--- config.mk ---
export PLATFORM = sky130hd
export DESIGN_NAME = safety_foot_switch_monitor
export DESIGN_NICKNAME = d
export VERILOG_FILES = /design/src/foot_pkg.sv /design/src/sync2.sv /design/src/safety_foot_switch_monitor.sv
export SDC_FILE = /design/constraint.sdc
export NUM_CORES = 1
export LEC_CHECK = 0
export BUFFER_PORTS_ARGS = -buffer_cell sky130_fd_sc_hd__buf_2
export CORE_MARGIN = 2
export CORE_UTILIZATION = 30
export CTS_CLUSTER_DIAMETER = 40
export DETAILED_ROUTE_END_ITERATION = 8
export PLACE_DENSITY = 0.57
export SLEW_MARGIN = 20
export SYNTH_ARGS = -nofsm -noshare
export SYNTH_HDL_FRONTEND = slang
export SYNTH_SLANG_ARGS = --single-unit
--- constraint.sdc ---
create_clock -name ref_clk -period 8.7 [get_ports ref_clk]
set_clock_uncertainty 0.15 [all_clocks]
set_input_delay 0.435 -clock ref_clk [delete_from_list [all_inputs] [get_ports ref_clk]]
set_output_delay 0.435 -clock ref_clk [all_outputs]
set_load 0.02 [all_outputs]
--- src/foot_pkg.sv ---
package foot_pkg;

  // ****************************************
  // Timing
  // ****************************************
  localparam int CLK_MHZ = 250;
  localparam int TIME_UNIT_MS = 100;
  localparam int TICK_CYCLES_DEF = TIME_UNIT_MS * 1000 * CLK_MHZ;
  localparam int HALF_MIN_MS = 30000;
  localparam logic [15:0] STEP_UNITS = 16'(HALF_MIN_MS / TIME_UNIT_MS);
  localparam logic [4:0] LIMIT_MAX = 5'h14;
  localparam logic [15:0] ACTUAL_MAX = 16'hFFFF;

  // ****************************************
  // Register map
  // ****************************************
  localparam logic [7:0] OFF_CTRL = 8'h00;
  localparam logic [7:0] OFF_STATUS = 8'h04;
  localparam logic [7:0] OFF_DIAG = 8'h08;
  localparam logic [7:0] OFF_IRQ_STAT = 8'h0C;
  localparam logic [7:0] OFF_IRQ_MASK = 8'h10;
  localparam int CTRL_FOUR_BIT = 0;
  localparam int CTRL_EXT_BIT = 1;
  localparam int CTRL_LIM_LSB = 8;
  localparam int LIM_W = 5;
  localparam logic CTRL_FOUR_RST = 1'h1;
  localparam logic CTRL_EXT_RST = 1'h0;
  localparam logic [4:0] CTRL_LIM_RST = 5'h00;
  localparam int STAT_EN_BIT = 0;
  localparam int STAT_ERR_BIT = 1;
  localparam int STAT_ACT_LSB = 16;
  localparam int IRQ_GRANT = 0;
  localparam int IRQ_WITHDRAW = 1;
  localparam int IRQ_ERROR = 2;
  localparam int IRQ_PANIC = 3;
  localparam int IRQ_W = 4;
  localparam logic [1:0] RESP_OKAY = 2'h0;
  localparam logic [1:0] RESP_SLVERR = 2'h2;

  // ****************************************
  // Contact patterns, bit 0 is channel 1
  // ****************************************
  localparam logic [1:0] PAT2_REL = 2'h1;
  localparam logic [1:0] PAT2_OPER = 2'h3;
  localparam logic [1:0] PAT2_PANIC = 2'h2;
  localparam logic [3:0] PAT4_REL = 4'h5;
  localparam logic [3:0] PAT4_OPER = 4'hF;
  localparam logic [3:0] PAT4_PANIC = 4'hA;

  // ****************************************
  // Diagnostic codes
  // ****************************************
  localparam logic [31:0] DG_NO_ENABLE = 32'h0000_0000;
  localparam logic [31:0] DG_WAIT_ACT = 32'h0000_2001;
  localparam logic [31:0] DG_RELEASED = 32'h0000_2011;
  localparam logic [31:0] DG_PANIC = 32'h0000_2013;
  localparam logic [31:0] DG_UNDEF = 32'h0000_2014;
  localparam logic [31:0] DG_OPERATED = 32'h0000_8004;
  localparam logic [31:0] DG_ERR_TIME = 32'h0000_F002;
  localparam logic [31:0] DG_ERR_AFTER_EN = 32'h0000_F00F;
  localparam logic [31:0] DG_ERR_AFTER_PANIC = 32'h0000_F010;

  typedef enum logic [1:0] {POS_REL, POS_OPER, POS_PANIC, POS_UNDEF} pos_t;
  typedef enum logic [2:0] {ST_WAIT_REL, ST_ARMED, ST_ON, ST_PANIC, ST_ERROR} state_t;

endpackage : foot_pkg

--- src/sync2.sv ---
`timescale 1ns/100ps
module sync2 #(
  parameter int WIDTH = 6
) (
  input wire logic ref_clk,
  input wire logic nrst,
  input wire logic [WIDTH-1:0] async_in,
  output logic [WIDTH-1:0] sync_out
);

  logic [WIDTH-1:0] meta;

  // Two flops, first one read only by the second
  always_ff @(posedge ref_clk or negedge nrst) begin
    if (!nrst) begin
      meta <= '0;
      sync_out <= '0;
    end else begin
      meta <= async_in;
      sync_out <= meta;
    end
  end

endmodule : sync2

--- src/safety_foot_switch_monitor.sv ---
// Contract
// [RQ1] Enable only after all channels were seen in the released position.
// [RQ2] No enable while safety activation is low.
// [RQ3] Released to operated under permitted conditions closes the enable.
// [RQ4] Panic position opens the enable at once.
// [RQ5] After panic the enable stays open until released, even through operated.
// [RQ6] Return from operated to released opens the enable.
// [RQ7] Two-channel mode uses inputs 1-2, four-channel mode inputs 1-4.
// [RQ8] Wire break or lost activation is an error, cleared at released position; the code flags it only from ST_ON, and ST_ARMED returns to ST_WAIT_REL.
// [RQ9] Exceeding the enable time limit is an error, cleared at released position.
// [RQ10] Time limit elapsing opens the enable and raises the error together.
// [RQ11] Error output is high while an error is present, low otherwise.
// [RQ12] Optional block enable input deactivates the function; no enable then.
// [RQ13] Limit off or 0.5 to 10.0 min in 0.5 min steps; actual time output.
// [RQ14] Limit off keeps the enable closed while operated pattern holds.
// [RQ15] Diagnostic word carries fixed status codes for each state.
// [RQ16] Setting picks two or four channels and block enable required or not.
// [RQ17] Enable timer starts at enable, counts ticks, clears at withdrawal.
// [RQ18] Any undefined contact pattern keeps or forces the enable open.
//
// Decided for this implementation: the register offsets and the AXI4-Lite register port.
`timescale 1ns/100ps
module safety_foot_switch_monitor #(
  parameter int unsigned TICK_CYCLES = foot_pkg::TICK_CYCLES_DEF
) (
  input wire logic ref_clk,
  input wire logic nrst,
  input wire logic pedal_channel_in_1,
  input wire logic pedal_channel_in_2,
  input wire logic pedal_channel_in_3,
  input wire logic pedal_channel_in_4,
  input wire logic safety_activation_in,
  input wire logic block_enable_in,
  output logic enable_out,
  output logic error_out,
  output logic [15:0] enable_time_actual,
  output logic [31:0] diagnostic_word,
  output logic irq,
  input wire logic [7:0] awaddr,
  input wire logic awvalid,
  output logic awready,
  input wire logic [31:0] wdata,
  input wire logic [3:0] wstrb,
  input wire logic wvalid,
  output logic wready,
  output logic [1:0] bresp,
  output logic bvalid,
  input wire logic bready,
  input wire logic [7:0] araddr,
  input wire logic arvalid,
  output logic arready,
  output logic [31:0] rdata,
  output logic [1:0] rresp,
  output logic rvalid,
  input wire logic rready
);

  // ****************************************
  // Functions
  // ****************************************
  // Contact pattern to pedal position
  function automatic foot_pkg::pos_t decode_pos(input logic four, input logic [3:0] c);
    foot_pkg::pos_t p;
    p = foot_pkg::POS_UNDEF;
    if (four) begin
      if (c == foot_pkg::PAT4_REL) p = foot_pkg::POS_REL;
      else if (c == foot_pkg::PAT4_OPER) p = foot_pkg::POS_OPER;
      else if (c == foot_pkg::PAT4_PANIC) p = foot_pkg::POS_PANIC;
    end else begin
      if (c[1:0] == foot_pkg::PAT2_REL) p = foot_pkg::POS_REL;
      else if (c[1:0] == foot_pkg::PAT2_OPER) p = foot_pkg::POS_OPER;
      else if (c[1:0] == foot_pkg::PAT2_PANIC) p = foot_pkg::POS_PANIC;
    end
    return p;
  endfunction : decode_pos

  // Register address is mapped
  function automatic logic is_mapped(input logic [7:0] a);
    return (a == foot_pkg::OFF_CTRL) || (a == foot_pkg::OFF_STATUS) || (a == foot_pkg::OFF_DIAG) ||
           (a == foot_pkg::OFF_IRQ_STAT) || (a == foot_pkg::OFF_IRQ_MASK);
  endfunction : is_mapped

  // ****************************************
  // Input synchronisation
  // ****************************************
  logic [5:0] pins_sync;
  logic [3:0] ch;
  logic sa, blk;

  sync2 #(.WIDTH(6)) u_sync (
    .ref_clk(ref_clk),
    .nrst(nrst),
    .async_in({block_enable_in, safety_activation_in, pedal_channel_in_4, pedal_channel_in_3,
               pedal_channel_in_2, pedal_channel_in_1}),
    .sync_out(pins_sync)
  );

  assign ch = pins_sync[3:0];
  assign sa = pins_sync[4];
  assign blk = pins_sync[5];

  // ****************************************
  // Configuration and decode
  // ****************************************
  logic four_ch, ext_req, block_ok, active, timeout, err_timeout, next_err_timeout;
  logic [4:0] limit, lim_eff;
  logic [15:0] limit_units;
  foot_pkg::pos_t pos;
  foot_pkg::state_t state, next_state;

  // Position, activation and limit decode
  assign pos = decode_pos(four_ch, ch); // RQ7
  assign block_ok = !ext_req || blk; // RQ12 RQ16
  assign active = block_ok && sa; // RQ2
  assign lim_eff = (limit > foot_pkg::LIMIT_MAX) ? foot_pkg::LIMIT_MAX : limit; // RQ13
  assign limit_units = 16'({11'h000, lim_eff} * foot_pkg::STEP_UNITS); // RQ13
  assign timeout = (lim_eff != 5'h00) && (enable_time_actual >= limit_units); // RQ9 RQ14

  // ****************************************
  // Sequence state machine
  // ****************************************
  // Next state, in ST_ON panic first, then release, then faults
  always_comb begin
    next_state = state;
    next_err_timeout = err_timeout;
    if (!block_ok) begin
      // An error outlives deactivation and still needs the released pedal
      if (state != foot_pkg::ST_ERROR || pos == foot_pkg::POS_REL) next_state = foot_pkg::ST_WAIT_REL; // RQ8 RQ12
    end else begin
      unique case (state)
        foot_pkg::ST_WAIT_REL: begin
          if (sa && pos == foot_pkg::POS_REL) next_state = foot_pkg::ST_ARMED; // RQ1
        end
        foot_pkg::ST_ARMED: begin
          if (!sa || pos == foot_pkg::POS_UNDEF) next_state = foot_pkg::ST_WAIT_REL; // RQ2 RQ18
          else if (pos == foot_pkg::POS_OPER) next_state = foot_pkg::ST_ON; // RQ3
          else if (pos == foot_pkg::POS_PANIC) next_state = foot_pkg::ST_PANIC;
        end
        foot_pkg::ST_ON: begin
          if (pos == foot_pkg::POS_PANIC) begin
            next_state = foot_pkg::ST_PANIC; // RQ4
          end else if (pos == foot_pkg::POS_REL) begin
            next_state = foot_pkg::ST_WAIT_REL; // RQ6
          end else if (pos == foot_pkg::POS_UNDEF || !sa) begin
            next_state = foot_pkg::ST_ERROR; // RQ8 RQ18
            next_err_timeout = 1'b0;
          end else if (timeout) begin
            next_state = foot_pkg::ST_ERROR; // RQ10
            next_err_timeout = 1'b1;
          end
        end
        foot_pkg::ST_PANIC: begin
          if (pos == foot_pkg::POS_REL) next_state = foot_pkg::ST_WAIT_REL; // RQ5
        end
        foot_pkg::ST_ERROR: begin
          if (pos == foot_pkg::POS_REL) next_state = foot_pkg::ST_WAIT_REL; // RQ8 RQ9
        end
      endcase
    end
  end

  // State register
  always_ff @(posedge ref_clk or negedge nrst) begin
    if (!nrst) begin
      state <= foot_pkg::ST_WAIT_REL;
      err_timeout <= 1'b0;
    end else begin
      state <= next_state;
      err_timeout <= next_err_timeout;
    end
  end

  // Outputs straight from the state flops
  assign enable_out = (state == foot_pkg::ST_ON); // RQ3 RQ14
  assign error_out = (state == foot_pkg::ST_ERROR); // RQ11

  // ****************************************
  // Enable timer
  // ****************************************
  logic [31:0] pre;
  logic tick;

  assign tick = (pre == 32'(TICK_CYCLES - 1));

  // Prescaler and saturating actual time, cleared outside enable
  always_ff @(posedge ref_clk or negedge nrst) begin
    if (!nrst) begin
      pre <= '0;
      enable_time_actual <= '0;
    end else if (!enable_out) begin
      pre <= '0; // RQ17
      enable_time_actual <= '0; // RQ17
    end else begin
      pre <= tick ? '0 : pre + 32'h0000_0001;
      if (tick && enable_time_actual != foot_pkg::ACTUAL_MAX) begin
        enable_time_actual <= enable_time_actual + 16'h0001; // RQ17
      end
    end
  end

  // ****************************************
  // Diagnostics
  // ****************************************
  logic [31:0] next_diag;

  // Status code from block state and pedal position
  always_comb begin
    next_diag = foot_pkg::DG_UNDEF;
    if (!block_ok) next_diag = foot_pkg::DG_NO_ENABLE; // RQ15
    else if (state == foot_pkg::ST_ERROR) next_diag = err_timeout ? foot_pkg::DG_ERR_TIME : foot_pkg::DG_ERR_AFTER_EN;
    else if (state == foot_pkg::ST_PANIC && pos == foot_pkg::POS_OPER) next_diag = foot_pkg::DG_ERR_AFTER_PANIC;
    else if (state == foot_pkg::ST_ON) next_diag = foot_pkg::DG_OPERATED;
    else if (!sa) next_diag = foot_pkg::DG_WAIT_ACT;
    else if (pos == foot_pkg::POS_REL) next_diag = foot_pkg::DG_RELEASED;
    else if (pos == foot_pkg::POS_PANIC || state == foot_pkg::ST_PANIC) next_diag = foot_pkg::DG_PANIC;
  end

  // Diagnostic word register
  always_ff @(posedge ref_clk or negedge nrst) begin
    if (!nrst) diagnostic_word <= foot_pkg::DG_NO_ENABLE;
    else diagnostic_word <= next_diag; // RQ15
  end

  // ****************************************
  // AXI4-Lite slave
  // ****************************************
  localparam int IRQ_W_T = foot_pkg::IRQ_W;
  logic aw_held, w_held, do_write, ar_take;
  logic [7:0] waddr;
  logic [3:0] sbuf;
  logic [IRQ_W_T-1:0] irq_stat, irq_mask, events, rd_clear;
  logic [31:0] wbuf, ctrl_word, stat_word, rd_word;

  // Channel readiness and transfer strobes
  assign awready = !aw_held && !bvalid;
  assign wready = !w_held && !bvalid;
  assign arready = !rvalid;
  assign do_write = aw_held && w_held && !bvalid;
  assign ar_take = arvalid && arready;

  // Write address and data captured in either order
  always_ff @(posedge ref_clk or negedge nrst) begin
    if (!nrst) begin
      aw_held <= 1'b0;
      w_held <= 1'b0;
      waddr <= '0;
      wbuf <= '0;
      sbuf <= '0;
    end else begin
      if (awvalid && awready) begin
        aw_held <= 1'b1;
        waddr <= awaddr;
      end else if (do_write) begin
        aw_held <= 1'b0;
      end
      if (wvalid && wready) begin
        w_held <= 1'b1;
        wbuf <= wdata;
        sbuf <= wstrb;
      end else if (do_write) begin
        w_held <= 1'b0;
      end
    end
  end

  // Write response and register writes with byte lanes
  always_ff @(posedge ref_clk or negedge nrst) begin
    if (!nrst) begin
      bvalid <= 1'b0;
      bresp <= foot_pkg::RESP_OKAY;
      four_ch <= foot_pkg::CTRL_FOUR_RST; // RQ16
      ext_req <= foot_pkg::CTRL_EXT_RST; // RQ16
      limit <= foot_pkg::CTRL_LIM_RST; // RQ13
      irq_mask <= '0;
    end else begin
      if (do_write) begin
        bvalid <= 1'b1;
        bresp <= is_mapped(waddr) ? foot_pkg::RESP_OKAY : foot_pkg::RESP_SLVERR;
        if (waddr == foot_pkg::OFF_CTRL && sbuf[0]) begin
          four_ch <= wbuf[foot_pkg::CTRL_FOUR_BIT];
          ext_req <= wbuf[foot_pkg::CTRL_EXT_BIT];
        end
        if (waddr == foot_pkg::OFF_CTRL && sbuf[1]) limit <= wbuf[foot_pkg::CTRL_LIM_LSB +: foot_pkg::LIM_W];
        if (waddr == foot_pkg::OFF_IRQ_MASK && sbuf[0]) irq_mask <= wbuf[IRQ_W_T-1:0];
      end else if (bvalid && bready) begin
        bvalid <= 1'b0;
      end
    end
  end

  // Readback words
  always_comb begin
    ctrl_word = '0;
    ctrl_word[foot_pkg::CTRL_FOUR_BIT] = four_ch;
    ctrl_word[foot_pkg::CTRL_EXT_BIT] = ext_req;
    ctrl_word[foot_pkg::CTRL_LIM_LSB +: foot_pkg::LIM_W] = limit;
    stat_word = '0;
    stat_word[foot_pkg::STAT_EN_BIT] = enable_out;
    stat_word[foot_pkg::STAT_ERR_BIT] = error_out;
    stat_word[foot_pkg::STAT_ACT_LSB +: 16] = enable_time_actual;
  end

  // Read selection
  assign rd_word = (araddr == foot_pkg::OFF_CTRL) ? ctrl_word :
                   (araddr == foot_pkg::OFF_STATUS) ? stat_word :
                   (araddr == foot_pkg::OFF_DIAG) ? diagnostic_word :
                   (araddr == foot_pkg::OFF_IRQ_STAT) ? {{(32-IRQ_W_T){1'b0}}, irq_stat} :
                   (araddr == foot_pkg::OFF_IRQ_MASK) ? {{(32-IRQ_W_T){1'b0}}, irq_mask} : '0;

  // Read data channel
  always_ff @(posedge ref_clk or negedge nrst) begin
    if (!nrst) begin
      rvalid <= 1'b0;
      rdata <= '0;
      rresp <= foot_pkg::RESP_OKAY;
    end else if (ar_take) begin
      rvalid <= 1'b1;
      rdata <= rd_word;
      rresp <= is_mapped(araddr) ? foot_pkg::RESP_OKAY : foot_pkg::RESP_SLVERR;
    end else if (rvalid && rready) begin
      rvalid <= 1'b0;
    end
  end

  // ****************************************
  // Interrupts
  // ****************************************
  // Events from state changes, cleared by a read of the interrupt status register
  assign events[foot_pkg::IRQ_GRANT] = (next_state == foot_pkg::ST_ON) && (state != foot_pkg::ST_ON);
  assign events[foot_pkg::IRQ_WITHDRAW] = (state == foot_pkg::ST_ON) && (next_state != foot_pkg::ST_ON);
  assign events[foot_pkg::IRQ_ERROR] = (next_state == foot_pkg::ST_ERROR) && (state != foot_pkg::ST_ERROR);
  assign events[foot_pkg::IRQ_PANIC] = (next_state == foot_pkg::ST_PANIC) && (state != foot_pkg::ST_PANIC);
  assign rd_clear = (ar_take && araddr == foot_pkg::OFF_IRQ_STAT) ? '1 : '0;
  assign irq = |(irq_stat & irq_mask);

  // Sticky status, set wins over clear
  always_ff @(posedge ref_clk or negedge nrst) begin
    if (!nrst) irq_stat <= '0;
    else irq_stat <= (irq_stat & ~rd_clear) | events;
  end
endmodule : safety_foot_switch_monitor

After elaboration in Yosys (flattened, before gate mapping)
Index checks and enable logic that the tools add are counted.
{ "totals": {"reg_bits": 174, "latch_bits": 0, "mem_bits_rw": 0, "rom_bits": 0, "inputBits": 65, "wordCells": 168, "memories": 0} }
{ "classes": {"n_addsub": 2, "mul": 1, "div": 0, "order_cmp": 2, "n_eq_ne": 31, "shift": 0, "muxes": 49, "bitwise": 6, "n_reduce_logical": 55} }
{ "ops": {"columns": ["operator", "n"], "rows": [
  ["$mux W32", 5],
  ["$mux W16", 6],
  ["$mux W3", 13],
  ["$add A32 B1 Y32 const B", 1],
  ["$eq A32 B25 Y1 const B", 1],
  ["$eq A8 B4 Y1 const B", 4],
  ["$logic_and A1 B1 Y1", 21],
  ["$add A16 B1 Y16 const B", 1],
  ["$eq A8 B3 Y1 const B", 2],
  ["$eq A8 B5 Y1 const B", 2],
  ["$ge A16 B14 Y1", 1],
  ["$logic_not A8 Y1", 2],
  ["$mux W4", 4],
  ["$ne A16 B16 Y1 const B", 1],
  ["$mux W2", 7],
  ["$eq A3 B2 Y1 const B", 4],
  ["$logic_or A1 B1 Y1", 12],
  ["$mul A5 B7 Y12 const B", 1],
  ["$pmux W3 S4", 1],
  ["$mux W1", 11],
  ["$mux W5", 2],
  ["$reduce_bool A2 Y1", 5],
  ["$ne A3 B2 Y1 const B", 3],
  ["$and A4 B4 Y4", 2],
  ["other kinds (20)", 34]
]} }

Longest topological paths before layout
{ "logic_depth": {"word_depth": 15, "depth_mapped": 21, "ltp_nobuf": 20} }

Cells and area by module
From an unflattened synthesis, not the netlist that was laid out.
{ "hier_totals": {"cells_unflattened": 733, "area_unflattened_um2": 7349.5} }
{ "by_module_without_submodules": {"columns": ["module", "n_inst", "cells_each", "area_each_um2", "seq_area_each_um2"], "rows": [
  ["safety_foot_switch_monitor", 1, 721, 7049.3, 3229.3],
  ["sync2", 1, 12, 300.3, 300.3]
]} }

Worst setup path before layout
No wires, ideal clock.
{ "synth_path": {"kind": "reg2reg", "from": "register limit[3]", "to": "register irq_stat[0]", "setup_ns": 0.122, "arrival_time_ns": 3.965, "setup_slack_ns": 4.463, "path_stages_with_launch": 22, "path_buffers": 1, "cell_sequence": "dfrtp_1 > clkbuf_1 > o21ai_0 > nand2_1 > inv_1 > ha_1 > inv_1 > fa_1 > inv_1 > ha_1 > a31o_2 > a31o_2 > a21o_1 > a21oi_1 > xor2_1 > ha_1 > nand2_1 > o21ai_0 > nand2_1 > a311o_1 > and3_1 > a32o_1"} }
{ "synth_via": {"elab_chain_len": 14, "elab_cells_between_ends": 15, "cone_classes": "mul: 1; order compare: 2; eq/ne: 1; mux: 7; bitwise: 1; reduce/logical: 3"} }
{ "synth_rtl": {"columns": ["item", "line", "source"], "rows": [
  ["start: declaration", "safety_foot_switch_monitor.sv:106", "logic [4:0] limit, lim_eff;"],
  ["start signal: assignment", "safety_foot_switch_monitor.sv:273", "limit <= foot_pkg::CTRL_LIM_RST;"],
  ["start signal: assignment", "safety_foot_switch_monitor.sv:283", "if (waddr == foot_pkg::OFF_CTRL && sbuf[1]) limit <= wbuf[foot_pkg::CTRL_LIM_LSB +: foot_pkg::LIM_W];"],
  ["$gt A5 B5 Y1", "safety_foot_switch_monitor.sv:115", "assign lim_eff = (limit > foot_pkg::LIMIT_MAX) ? foot_pkg::LIMIT_MAX : limit;"],
  ["$mux W5 *", "safety_foot_switch_monitor.sv:115", null],
  ["$mul A5 B7 Y12", "safety_foot_switch_monitor.sv:116", "assign limit_units = 16'({11'h000, lim_eff} * foot_pkg::STEP_UNITS);"],
  ["$ge A16 B14 Y1", "safety_foot_switch_monitor.sv:117", "assign timeout = (lim_eff != 5'h00) && (enable_time_actual >= limit_units);"],
  ["$logic_and A1 B1 Y1 *", "safety_foot_switch_monitor.sv:117", null],
  ["$mux W3 *", "safety_foot_switch_monitor.sv:147", "end else if (timeout) begin"],
  ["$mux W3 *", "safety_foot_switch_monitor.sv:144", "end else if (pos == foot_pkg::POS_UNDEF || !sa) begin"],
  ["$mux W3 *", "safety_foot_switch_monitor.sv:142", "end else if (pos == foot_pkg::POS_REL) begin"],
  ["$mux W3 *", "safety_foot_switch_monitor.sv:140", "if (pos == foot_pkg::POS_PANIC) begin"],
  ["$pmux W3 S4 *", "safety_foot_switch_monitor.sv:130", "unique case (state)"],
  ["$mux W3 *", "safety_foot_switch_monitor.sv:126", "if (!block_ok) begin"],
  ["$eq A3 B2 Y1 *", "safety_foot_switch_monitor.sv:329", "assign events[foot_pkg::IRQ_GRANT] = (next_state == foot_pkg::ST_ON) && (state != foot_pkg::ST_ON);"],
  ["$logic_and A1 B1 Y1 *", "safety_foot_switch_monitor.sv:329", null],
  ["$or A4 B4 Y4 *", "safety_foot_switch_monitor.sv:339", "else irq_stat <= (irq_stat & ~rd_clear) | events;"],
  ["end signal: assignment", "safety_foot_switch_monitor.sv:339", null],
  ["end: declaration", "safety_foot_switch_monitor.sv:231", "logic [IRQ_W_T-1:0] irq_stat, irq_mask, events, rd_clear;"]
]} }
Every way passes the cells marked *; elsewhere a longest branch is shown, timed or not.
A chain may end at the register's enable or synchronous reset.

Final worst setup path
Same ends and word-level chain as after synthesis.

==> impl_metrics.ini <==
[placement]
postPlaceCellArea_um2 = 8120
port_buffers = 103
routabilityCongestion = 0.788
dp_hpwl_um = 12400
place_ws_ps = 4170

[sta]
final-max-slew-violation-count = 0
hold_violations = 0
whs_ps = 33.8
period_needed_ps = 4550
setup_viol = 0
timing.slew.headroom = 0.411
worst_slew_pin_slew_ps = 875
min_period_over_period = 0.523
fmax_mhz = 220
finalSetupTns_ps = 0
setup_ws_ps = 4150
rsz0062_at_grt = no

[drt]
drtIter0Drc = 350
num_vias = 5554
ant_nets = 0
wl_per_cell_um = 14.8
via_per_inst = 4.73
drc = 0
dr.pass1.iters = 4
wl_um = 17400

[min_path]
hold_path_startpoint = bready
min_to = bvalid$_DFFE_PN0P_
hp-class = input port to register
hold_path_depth = 2

[finish]
fillers = 2477
layout-drive-gt1-share = 0.219
seq_area_um2 = 3530
layout.nets = 940
syn2layout_area_growth_pct = 19.1
diodes = 0
fin_area_um2 = 8820
multi_input_area_um2 = 3520

[clock_tree]
ctsResizeCount = 0
clock-sinks = 141
cts.clk_slew.worst_paths_ps = 60
cts_tree = done
cts_setup_buffers = 0
clockBufferDepth = 2
clk_latency_ps = 420
cts_buffers = 17
clockRootBuffer = clkbuf_16
cts-htree-levels = 4
cts_hold_buf = 7

[setup_path]
critical_path_arrival_ps = 4700
rr_worst_depth = 20
cp-start-kind = register
crit_type = register to register
r2r_start = limit[3]$_DFFE_PN0P_
regToRegEndpoint = irq_stat[0]$_DFF_PN0_
rrSetupSlack_ps = 4150
critPathSlowestCell = dfrtp_1
endpoint_kind = register
crit_chain = o21ai_0, nand2_1, inv_1, ha_1, inv_1, fa_1, inv_1, ha_1, a31o_2, a31o_2, a21o_1, a21oi_1, xor2_1, ha_1, nand2_1, o21ai_0, nand2_1, a311o_1, and3_1, a32o_1
cpPeakStageDelay_ps = 470
path_max_fanout = 9
worstPathRequired_ps = 8850

[run_status]
status = finished, final reports clean

[synth]
synth_commonest_cells = dfrtp_1 (140), nor2_1 (75), nand2_1 (72)
ys_warn_count = 0
postSynthCellCount = 734
synth_top_area_cell = dfrtp_1
netlist_area_um2 = 7410
synth_async_sr_flop_share = 1.00
yosysMostFrequentCell = dfrtp_1
synthDistinctLibCells = 66
ys_ff_latch = 141
synthTopCellsByArea = dfrtp_1 (47%), ha_1 (5.7%), mux2_2 (4.7%)
synth_edf_count = 0
avgSynthCellArea_um2 = 10.1
ys_seq_area_frac = 0.477
synth_top_area_frac = 0.473
ys.flop_type = dfrtp_1

[grt]
antenna_found_initial = 0
grtUsageTotal = 0.137
grt_pass1_vias = 5338
overflow = 0
grt_pass1_wl_um = 28200
grt_max_degree = 96

[die]
io_pins = 157
rows = 57
coreArea_um2 = 24200
fp.dieH_um = 161
die_x_um = 161
start_util = 0.305
die_area_um2 = 26000

[run]
maxCapViolCount = 0

[power]
powerDensity_nw_per_um2 = 231
power_leakage_nw = 4.26
vdd_ir_drop_max_uv = 133
worst max-delay path by stage:
stage / from / end / slack, ps
after floorplan: limit[3]$_DFFE_PN0P_ / irq_stat[0]$_DFF_PN0_ / 4460
after global placement: limit[4]$_DFFE_PN0P_ / irq_stat[0]$_DFF_PN0_ / 4220
after detailed placement: limit[4]$_DFFE_PN0P_ / irq_stat[3]$_DFF_PN0_ / 4170
after CTS: limit[3]$_DFFE_PN0P_ / irq_stat[0]$_DFF_PN0_ / 4150
after global routing: limit[3]$_DFFE_PN0P_ / irq_stat[3]$_DFF_PN0_ / 3890
final: limit[3]$_DFFE_PN0P_ / irq_stat[0]$_DFF_PN0_ / 4150
cell type report:
| cell class | count | area share |
|---|---|---|
| inverter | 32 | 0.0136 |
| multi-input combinational | 532 | 0.399 |
| timing repair buffer | 114 | 0.0705 |
| sequential | 141 | 0.400 |
| clock inverter | 11 | 0.0187 |
| clock buffer | 21 | 0.0522 |
| tap | 324 | 0.0460 |
worst max-delay path, delay by kind of cell (launching register included):
kind | cells | cell delay [ps]
xor+xnor | 1 | 90
simple gates | 4 | 530
fa+ha+maj | 4 | 1060
buf+inv | 3 | 260
flops | 1 | 470
compound gates | 8 | 1880
report_power, final:
group	leakage [nW]	switching [mW]	internal, mW
Combinational	2.10	0.253	0.167
Sequential	1.85	0.0849	0.754
Clock	0.307	0.283	0.494
Total	4.26	0.621	1.42
stage by stage:
| step | std cells | util | power (mW) |
|---|---|---|---|
| after floorplan | 762 | - | 1.14 |
| after global routing | 1175 | 0.364 | 2.16 |
| after detailed placement | 1136 | 0.335 | 1.27 |
| after global placement | 1136 | 0.335 | 1.27 |
| after CTS | 1175 | 0.364 | 2.06 |
| final | 1175 | 0.364 | 2.04 |
registers in the layout (all words and copies together) (netlist names):
| signal | cells |
|---|---|
| pre | 32 |
| rdata | 29 |
| enable_time_actual | 16 |
| wbuf | 9 |
| diagnostic_word | 8 |
| waddr | 8 |
| u_sync.meta | 6 |
| u_sync.sync_out | 6 |
| limit | 5 |
| irq_mask | 4 |
| irq_stat | 4 |
| state | 3 |
| sbuf | 2 |
| aw_held | 1 |
| bresp | 1 |
| bvalid | 1 |
| err_timeout | 1 |
| ext_req | 1 |
| four_ch | 1 |
| rresp | 1 |
| rvalid | 1 |
| w_held | 1 |
logic make-up (layout without fill, tap and decap cells):
logic type | count (synthesis) | after routing | synth area share
other | 2 | 30 | 0.00101
adders and majority gates | 37 | 37 | 0.0656
xor gates and xnor gates | 45 | 45 | 0.0532
and+or+nand+nor | 266 | 266 | 0.177
muxes | 37 | 37 | 0.0552
AOI/OAI and AO/OA | 117 | 117 | 0.109
DFF | 141 | 141 | 0.477
buffers and inverters | 89 | 178 | 0.0627
routing by layer:
metal | track usage | up-vias | routed length [um]
li1 | - | 2731 | -
met1 | 0.182 | 2687 | 7990
met2 | 0.217 | 122 | 8330
met3 | 0.0347 | 14 | 873
met4 | 0.0442 | 0 | 231
met5 | 0 | - | 0
cell usage in the layout, fill, tap and decap left out, drive strengths merged, types with 21 or more instances in the layout:
| cell | instances |
|---|---|
| nor2 | 76 |
| nand3 | 37 |
| xor2 | 34 |
| a21oi | 27 |
| inv | 32 |
| conb | 30 |
| buf | 107 |
| clkbuf | 21 |
| mux2 | 31 |
| ha | 34 |
| o21ai | 29 |
| dfrtp | 140 |
| nand2 | 72 |
(Power assumes the default switching activity.)
